<file path="config.mk">
export PLATFORM = sky130hd
export DESIGN_NAME = cta_top
export DESIGN_NICKNAME = d
export VERILOG_FILES = /design/src/cta_pkg.sv /design/src/cta_module.sv /design/src/cta_top.sv
export VERILOG_INCLUDE_DIRS = /design/src
export SDC_FILE = /design/constraint.sdc
export NUM_CORES = 1
export LEC_CHECK = 0
export BUFFER_PORTS_ARGS = -buffer_cell sky130_fd_sc_hd__buf_2
export CAP_MARGIN = 20
export CORE_MARGIN = 3
export CORE_UTILIZATION = 40
export CTS_CLUSTER_DIAMETER = 80
export CTS_CLUSTER_SIZE = 14
export DETAILED_ROUTE_END_ITERATION = 7
export HOLD_SLACK_MARGIN = 0.05
export PLACE_DENSITY = 0.68
export SYNTH_ARGS = -nofsm -noshare
export SYNTH_HDL_FRONTEND = slang
export SYNTH_SLANG_ARGS = --single-unit
</file>
<file path="constraint.sdc">
create_clock -name core_clk -period 2.7 [get_ports core_clk]
set_input_delay 0.405 -clock core_clk [delete_from_list [all_inputs] [get_ports core_clk]]
set_output_delay 0.405 -clock core_clk [all_outputs]
set_load 0.03 [all_outputs]
</file>
<file path="src/cta_defs.svh">
// Register indices, field positions, reset values and counts of the counter array.
`ifndef CTA_DEFS_SVH
`define CTA_DEFS_SVH

`define CTA_NMOD        5
`define CTA_NSTAT       6
`define CTA_OVF_BIT     5
`define CTA_WDT_MOD     4
`define CTA_ECI_PIN     3'h2
`define CTA_PIN_BASE    3'h3

`define CTA_IDX_ARRAY_COUNTER_MODE    8'hd9
`define CTA_IDX_CNT     8'he0
`define CTA_IDX_STAT    8'he1
`define CTA_IDX_MASK    8'he2
`define CTA_IDX_MODE0   8'he8
`define CTA_IDX_CMP0    8'hf0
`define CTA_ADDR_HI_ZERO 2'h0

`define CTA_BIT_IDLE    7
`define CTA_BIT_MODULE4_WATCHDOG_ON    6
`define CTA_BIT_SEL_HI  2
`define CTA_BIT_SEL_LO  1
`define CTA_BIT_OVF_EN  0

`define CTA_SEL_DIV6    2'h0
`define CTA_SEL_DIV2    2'h1
`define CTA_SEL_T0      2'h2
`define CTA_SEL_ECI     2'h3
`define CTA_DIV6_LAST   3'h5

`define CTA_RST_CNT     16'h0000
`define CTA_RST_CMP     16'h0000
`define CTA_RST_STAT    6'h00
`define CTA_RST_MASK    6'h00
`define CTA_RST_PRESC   3'h0
`define CTA_CNT_MAX     16'hffff

`endif

</file>
<file path="src/cta_pkg.sv">
// Types shared by the counter array time base and its compare/capture modules.
package cta_pkg;

    typedef enum logic [2:0] {
        CTA_OFF      = 3'h0,
        CTA_CAP_RISE = 3'h1,
        CTA_CAP_FALL = 3'h2,
        CTA_CAP_BOTH = 3'h3,
        CTA_SW_TIMER = 3'h4,
        CTA_HS_OUT   = 3'h5,
        CTA_PWM      = 3'h6
    } cta_mode_t;

    typedef struct packed {
        logic pin_prev;
        logic pin_out;
    } cta_mod_state_t;

    typedef struct packed {
        logic [2:0]            presc;
        logic                  eci_prev;
        logic [15:0]           cnt;
        logic                  idle_stop;
        logic                  module4_watchdog_on;
        logic [1:0]            src_sel;
        logic                  ovf_en;
        cta_mode_t [4:0]       mode;
        logic [4:0][15:0]      cmp;
        logic [5:0]            status;
        logic [5:0]            mask;
        logic [31:0]           prdata;
        logic                  pready;
        logic                  pslverr;
        logic                  irq;
        logic                  wdt_rst;
        logic [7:0]            p1_out;
        logic [7:0]            p1_oe;
    } cta_state_t;

endpackage : cta_pkg

</file>
<file path="src/cta_module.sv">
// One compare/capture module of the counter array.
`timescale 1ns/1ps
`include "cta_defs.svh"

module cta_module (
    input  wire logic              core_clk,
    input  wire logic              rst_n,
    input  wire logic              ce,
    input  wire logic              run,
    input  wire logic              tick,
    input  wire logic [15:0]       cnt,
    input  wire logic [15:0]       cmp,
    input  wire cta_pkg::cta_mode_t mode,
    input  wire logic              pin_in,
    input  wire logic              wdt_en,
    output logic                   evt,
    output logic                   cap,
    output logic                   pin_out,
    output logic                   wdt_hit
);

    cta_pkg::cta_mod_state_t s_q;
    cta_pkg::cta_mod_state_t s_d;
    logic                    rise;
    logic                    fall;
    logic                    match;

    assign rise  = pin_in & ~s_q.pin_prev;
    assign fall  = ~pin_in & s_q.pin_prev;
    assign match = run & tick & (cnt == cmp);

    always_comb begin
        s_d          = s_q;
        s_d.pin_prev = pin_in;
        cap          = 1'b0;
        evt          = 1'b0;
        wdt_hit      = 1'b0;
        case (mode)
            cta_pkg::CTA_CAP_RISE: cap = run & rise;
            cta_pkg::CTA_CAP_FALL: cap = run & fall;
            cta_pkg::CTA_CAP_BOTH: cap = run & (rise | fall);
            cta_pkg::CTA_SW_TIMER: begin
                evt     = match;
                wdt_hit = wdt_en & match;
            end
            cta_pkg::CTA_HS_OUT: begin
                evt     = match;
                wdt_hit = wdt_en & match;
                if (match) begin
                    s_d.pin_out = ~s_q.pin_out;
                end
            end
            cta_pkg::CTA_PWM: begin
                // Only the low byte compares, so the period is 256 counter ticks.
                if (run & tick) begin
                    s_d.pin_out = (cnt[7:0] >= cmp[7:0]);
                end
            end
            default: s_d.pin_out = s_q.pin_out;
        endcase
        if (cap) begin
            evt = 1'b1;
        end
    end

    assign pin_out = s_q.pin_out;

    always_ff @(posedge core_clk) begin
        if (!rst_n) begin
            s_q <= '0;
        end else if (ce) begin
            s_q <= s_d;
        end
    end

endmodule : cta_module

</file>
<file path="src/cta_top.sv">
// Counter array time base with register access over APB and five compare/capture modules.
//
// The APB register port is this design's own decision.
`timescale 1ns/1ps
`include "cta_defs.svh"

module cta_top (
    input  wire logic        core_clk,
    input  wire logic        rst_n,
    input  wire logic        ce,
    input  wire logic        psel,
    input  wire logic        penable,
    input  wire logic        pwrite,
    input  wire logic [11:0] paddr,
    input  wire logic [31:0] pwdata,
    output logic      [31:0] prdata,
    output logic             pready,
    output logic             pslverr,
    input  wire logic        cpu_idle,
    input  wire logic        t0_ovf,
    input  wire logic [7:0]  p1_in,
    input  wire logic [7:0]  gpio_out,
    input  wire logic [7:0]  gpio_oe,
    output logic      [7:0]  p1_out,
    output logic      [7:0]  p1_oe,
    output logic             irq,
    output logic             wdt_rst
);

    cta_pkg::cta_state_t s_q;
    cta_pkg::cta_state_t s_d;
    logic [4:0]          m_evt;
    logic [4:0]          m_cap;
    logic [4:0]          m_pin;
    logic [4:0]          m_wdt;
    logic                run;
    logic                tick;
    logic [7:0]          idx;
    logic                addr_ok;
    logic                wr_acc;
    logic [7:0]          array_counter_mode_rd;

    // Gating in idle holds the prescaler too, so the first tick after idle keeps its phase.
    assign run = ~(cpu_idle & s_q.idle_stop);

    always_comb begin
        case (s_q.src_sel)
            `CTA_SEL_DIV6: tick = (s_q.presc == `CTA_DIV6_LAST);
            `CTA_SEL_DIV2: tick = s_q.presc[0];
            `CTA_SEL_T0:   tick = t0_ovf;
            `CTA_SEL_ECI:  tick = s_q.eci_prev & ~p1_in[`CTA_ECI_PIN];
            default:       tick = 1'b0;
        endcase
    end

    generate
        for (genvar g = 0; g < `CTA_NMOD; g++) begin : g_mod
            cta_module u_mod (
                .core_clk (core_clk),
                .rst_n    (rst_n),
                .ce       (ce),
                .run      (run),
                .tick     (tick),
                .cnt      (s_q.cnt),
                .cmp      (s_q.cmp[g]),
                .mode     (s_q.mode[g]),
                .pin_in   (p1_in[g + `CTA_PIN_BASE]),
                .wdt_en   ((g == `CTA_WDT_MOD) ? s_q.module4_watchdog_on : 1'b0),
                .evt      (m_evt[g]),
                .cap      (m_cap[g]),
                .pin_out  (m_pin[g]),
                .wdt_hit  (m_wdt[g])
            );
        end
    endgenerate

    assign idx     = paddr[9:2];
    assign addr_ok = (paddr[11:10] == `CTA_ADDR_HI_ZERO) &&
                     ((idx == `CTA_IDX_ARRAY_COUNTER_MODE) || (idx == `CTA_IDX_CNT) || (idx == `CTA_IDX_STAT) ||
                      (idx == `CTA_IDX_MASK) ||
                      ((idx >= `CTA_IDX_MODE0) && (idx < `CTA_IDX_MODE0 + 8'(`CTA_NMOD))) ||
                      ((idx >= `CTA_IDX_CMP0) && (idx < `CTA_IDX_CMP0 + 8'(`CTA_NMOD))));
    assign wr_acc  = psel & penable & s_q.pready & pwrite & addr_ok;

    // Reserved bits 5..3 read as zero.
    always_comb begin
        array_counter_mode_rd                  = 8'h00;
        array_counter_mode_rd[`CTA_BIT_IDLE]   = s_q.idle_stop;
        array_counter_mode_rd[`CTA_BIT_MODULE4_WATCHDOG_ON]   = s_q.module4_watchdog_on;
        array_counter_mode_rd[`CTA_BIT_SEL_HI] = s_q.src_sel[1];
        array_counter_mode_rd[`CTA_BIT_SEL_LO] = s_q.src_sel[0];
        array_counter_mode_rd[`CTA_BIT_OVF_EN] = s_q.ovf_en;
    end

    always_comb begin
        logic       ovf;
        logic [5:0] set;
        logic [5:0] clr;
        ovf = 1'b0;
        set = 6'h00;
        clr = 6'h00;
        s_d = s_q;

        // Time base.
        if (run) begin
            // Divide by 2 toggles bit 0 and clears bits 2..1, so the first tick comes within two cycles of a source change.
            if (s_q.src_sel == `CTA_SEL_DIV2) begin
                s_d.presc = {2'h0, ~s_q.presc[0]};
            end else if (s_q.presc == `CTA_DIV6_LAST) begin
                s_d.presc = `CTA_RST_PRESC;
            end else begin
                s_d.presc = s_q.presc + 3'h1;
            end
            if (tick) begin
                s_d.cnt = s_q.cnt + 16'h0001;
                ovf     = (s_q.cnt == `CTA_CNT_MAX);
            end
        end
        s_d.eci_prev = p1_in[`CTA_ECI_PIN];

        // A capture loads the counter value into the module's compare register.
        for (int i = 0; i < `CTA_NMOD; i++) begin
            if (m_cap[i]) begin
                s_d.cmp[i] = s_q.cnt;
            end
        end

        // APB: no wait state, the answer is registered during the setup cycle.
        s_d.pready  = psel & ~penable;
        s_d.pslverr = psel & ~penable & ~addr_ok;
        s_d.prdata  = 32'h0000_0000;
        if (psel & ~penable & addr_ok) begin
            if (idx == `CTA_IDX_ARRAY_COUNTER_MODE) begin
                s_d.prdata[7:0] = array_counter_mode_rd;
            end
            if (idx == `CTA_IDX_CNT) begin
                s_d.prdata[15:0] = s_q.cnt;
            end
            if (idx == `CTA_IDX_STAT) begin
                s_d.prdata[5:0] = s_q.status;
            end
            if (idx == `CTA_IDX_MASK) begin
                s_d.prdata[5:0] = s_q.mask;
            end
            for (int i = 0; i < `CTA_NMOD; i++) begin
                if (idx == `CTA_IDX_MODE0 + 8'(i)) begin
                    s_d.prdata[2:0] = s_q.mode[i];
                end
                if (idx == `CTA_IDX_CMP0 + 8'(i)) begin
                    s_d.prdata[15:0] = s_q.cmp[i];
                end
            end
        end

        if (wr_acc) begin
            if (idx == `CTA_IDX_ARRAY_COUNTER_MODE) begin
                s_d.idle_stop = pwdata[`CTA_BIT_IDLE];
                s_d.module4_watchdog_on      = pwdata[`CTA_BIT_MODULE4_WATCHDOG_ON];
                s_d.src_sel   = {pwdata[`CTA_BIT_SEL_HI], pwdata[`CTA_BIT_SEL_LO]};
                s_d.ovf_en    = pwdata[`CTA_BIT_OVF_EN];
            end
            if (idx == `CTA_IDX_CNT) begin
                s_d.cnt = pwdata[15:0];
            end
            if (idx == `CTA_IDX_STAT) begin
                clr = pwdata[5:0];
            end
            if (idx == `CTA_IDX_MASK) begin
                s_d.mask = pwdata[5:0];
            end
            for (int i = 0; i < `CTA_NMOD; i++) begin
                if (idx == `CTA_IDX_MODE0 + 8'(i)) begin
                    s_d.mode[i] = cta_pkg::cta_mode_t'(pwdata[2:0]);
                end
                if (idx == `CTA_IDX_CMP0 + 8'(i)) begin
                    s_d.cmp[i] = pwdata[15:0];
                end
            end
        end

        // Sticky status: a new event in the clearing cycle survives the clear.
        set                   = {1'b0, m_evt};
        set[`CTA_OVF_BIT]     = ovf & s_q.ovf_en;
        s_d.status            = (s_q.status & ~clr) | set;
        s_d.irq               = |(s_d.status & s_q.mask);
        s_d.wdt_rst           = m_wdt[`CTA_WDT_MOD];

        // Port 1 steering: pins not claimed by the array pass the general-purpose drive.
        s_d.p1_out = gpio_out;
        s_d.p1_oe  = gpio_oe;
        if (s_q.src_sel == `CTA_SEL_ECI) begin
            s_d.p1_oe[`CTA_ECI_PIN] = 1'b0;
        end
        for (int i = 0; i < `CTA_NMOD; i++) begin
            case (s_q.mode[i])
                cta_pkg::CTA_HS_OUT, cta_pkg::CTA_PWM: begin
                    s_d.p1_out[i + `CTA_PIN_BASE] = m_pin[i];
                    s_d.p1_oe[i + `CTA_PIN_BASE]  = 1'b1;
                end
                cta_pkg::CTA_CAP_RISE, cta_pkg::CTA_CAP_FALL, cta_pkg::CTA_CAP_BOTH: begin
                    s_d.p1_oe[i + `CTA_PIN_BASE] = 1'b0;
                end
                default: begin
                    s_d.p1_oe[i + `CTA_PIN_BASE] = gpio_oe[i + `CTA_PIN_BASE];
                end
            endcase
        end
    end

    always_ff @(posedge core_clk) begin
        if (!rst_n) begin
            s_q        <= '0;
            s_q.cnt    <= `CTA_RST_CNT;
            s_q.status <= `CTA_RST_STAT;
            s_q.mask   <= `CTA_RST_MASK;
            s_q.presc  <= `CTA_RST_PRESC;
        end else if (ce) begin
            s_q <= s_d;
        end
    end

    assign prdata  = s_q.prdata;
    assign pready  = s_q.pready;
    assign pslverr = s_q.pslverr;
    assign irq     = s_q.irq;
    assign wdt_rst = s_q.wdt_rst;
    assign p1_out  = s_q.p1_out;
    assign p1_oe   = s_q.p1_oe;

endmodule : cta_top

</file>
==> results by group <==
Clocking
  • CTS tree: built
  • Reg clk slew, reported paths: 0.07 ns
  • Depth of the CTS H-tree: 4
  • Post-CTS sizing: 0
  • Root Buffer: clkbuf_16
  • Num CTS Buffers: 17
  • Clk buf depth: 2
  • Worst skew pair latency: 0.46 ns
  • Post-CTS Hold Buffers: 0
  • Post-CTS Setup Inserts: 0
  • Clock sinks: 178

STA
  • Slew Viols, Final: 0
  • Period utilisation layout: 0.933
  • Worst-Margin Slew: 0.900 ns
  • Unrepaired setup endpoints after global routing: no
  • Worst clock skew: 0.0133 ns
  • Final hold slack: 0.193 ns
  • Period minus WS final: 2.52 ns
  • Max-slew headroom: 0.399
  • Fin Setup TNS: 0 ns
  • Maximum clock rate: 397 MHz
  • Finish-stage setup viols: 0
  • Final hold vios: 0

Power and ir drop
  • Internal Power: 4200 uW
  • Pwr Density: 423 nW/um2
  • Part of the power in registers: 0.466
  • Clk pwr share: 0.452
  • Lkg Pwr: 0.00630 uW
  • Max VDD drop: 397 uV
  • Sw Pwr: 1510 uW
  • Switching Fraction: 0.265
  • Combinational power share: 0.082

Yosys
  • Most used flip-flop cell after synthesis: dfxtp_1
  • Cell taking the most area after synthesis: dfxtp_1
  • EDFF count, synth: 0
  • Synth top area share: 0.298
  • Async S/R FF share, synth: 0
  • Sequential-to-total area share from yosys stat: 0.298
  • Synth top cells by count: 178 x dfxtp_1, 169 x nor2_1, 109 x a21oi_1
  • Synth unique cells: 74
  • Syn Inst Count: 1559
  • Seq cells post-synth: 178
  • YS warnings: 0
  • Most common cell in the netlist: dfxtp_1
  • Area contributors post-synth: dfxtp_1 30%, o211a_1 6.8%, ha_1 5.3%
  • Mapped Area: 12000 um2
  • Avg Cell Area, Syn: 7.68 um2

Finish
  • Cell area after layout: 13500 um2
  • Share of cells above drive strength 1: 0.171
  • ANT cells: 0
  • Non-Filler Instances: 2002
  • Nets: 1732
  • Area Overhead vs Synth: 12.9%

Placement
  • Placed inst area: 12900 um2
  • Port Buffer Count: 91
  • Placed cells: 1970
  • Post-DP HPWL: 31.3 mm
  • GP Congestion: 0.998

Global route
  • Grt ovf: 0
  • Initial antenna violation count: 1
  • First-pass GRT wire length: 65.9 mm
  • GRT Util Overall: 0.269
  • Number of global-route vias before repair: 11.3k
  • Largest net degree at the start of global routing: 77

Min path
  • Type of the tightest min-delay check: in -> reg

Run
  • Max cap viols: 0

Setup path
  • Worst Setup End Kind: flip-flop
  • Critical path arrival: 2.85 ns
  • Startpoint types: flip-flop
  • Worst Setup Path Type: reg -> reg
  • WP data required: 3.03 ns
  • Crit path max fanout: 3

Drt
  • Wire length per cell: 21.8 um
  • DRT Pass-1 Iters: 5
  • Avg Vias per Cell: 6.13
  • Drt drc: 0
  • Vias: 12.3k
  • Routed Antenna Nets: 0
  • DRT iter0 DRCs: 1405
  • Wirelength, routed: 43.7 mm

Die
  • Initial core utilization: 0.412
  • Die area: 32000 um2
  • Io pins: 128
  • Core outline area: 29100 um2
  • DIE HEIGHT: 179 um
  • Row count: 62
  • Die W: 179 um

Status
  • Status: finished, final reports clean
routing by layer:
layer,track usage,part of all wire,up-vias
li1,-,-,5573
met1,0.360,0.41,5867
met2,0.416,0.44,703
met3,0.0565,0.10,131
met4,0.120,0.046,0
met5,0,0,-
per-stage QoR:
step	total power [uW]	utilization	setup WS, ns
global route	5850	0.465	0.0519
detailed placement	3180	0.444	0.0193
floorplan	3030	-	0.269
finish	5710	0.465	0.180
CTS	5720	0.465	0.193
global placement	3180	0.444	0.0827
path summary, 6_finish.rpt:
path         slack [ns]  depth (start not counted)        start                endpoint
max                0.18                         10     s_q[114]  g_mod[3].u_mod.pin_out
min                0.19                          3  gpio_out[2]               p1_out[2]
max reg2reg        0.18                         10     s_q[114]  g_mod[3].u_mod.pin_out
min reg2reg        0.46                          2    prdata[4]               prdata[4]
worst max-delay path, cell delays in order, from the launching register on:
cell and delay (ns):
dfxtp_1 0.42, inv_1 0.09, ha_1 0.30, nand4_1 0.14, or4_1 0.57, nor3_1 0.21
buf_4 0.17, a21oi_1 0.07, nor2_1 0.16, mux2i_1 0.20, a21oi_1 0.07
cell usage in the layout (no fill, tap or decap), types with 10 or more instances in the layout:
master     count
xor2_1        23
o21ai_1       32
o22ai_1       16
buf_4         97
buf_2         90
dfxtp_1      178
nor3_1        97
inv_1         58
nor4_1        12
xnor2_1       22
nand4_1       23
nand2_1      108
conb_1        16
a21o_1        17
a22oi_1       20
clkbuf_16     17
a211oi_1      11
or3_1         10
and3_1        15
nor2b_1       14
nor2_2        15
o211a_1       81
nor2_1       169
o21ai_0      108
ha_1          51
nand3_1       34
mux2i_1       36
a21oi_1      109
flip-flops by register name (all words and copies together) (netlist names):
signal / cells
array_counter_mode_rd: 5
pready: 1
prdata: 16
s_q: 127
g_mod.u_mod.pin_out: 5
irq: 1
pslverr: 1
wdt_rst: 1
p1_oe: 8
g_mod.u_mod.s_q: 5
p1_out: 8
cells by family after synthesis:
kind of cell	after synthesis	synth area share
other cells	1	0.000313
xor+xnor	45	0.0329
buf+inv	244	0.0981
flops	178	0.298
compound gates	447	0.249
fa+ha+maj	51	0.0533
simple gates	548	0.222
mux	45	0.0470
power groups by stage:
| stage | clock (uW) | combinational (uW) | sequential [uW] |
|---|---|---|---|
| floorplan | 0 | 302 | 2720 |
| global placement | 0 | 453 | 2720 |
| detailed placement | 0 | 459 | 2720 |
| CTS | 2590 | 461 | 2660 |
| global route | 2690 | 496 | 2660 |
| finish | 2580 | 469 | 2660 |
cell type report:
type / instances / area (um2)
Timing Repair Buffer: 196 / 1360
Clock buffer: 21 / 460
Clock inverter: 11 / 130
Fill cell: 2926 / 15600
Inverter: 60 / 225
Multi-Input combinational cell: 1152 / 7300
Sequential cell: 178 / 3560
Tap cell: 384 / 480
Power figures use the tool's default switching activity.
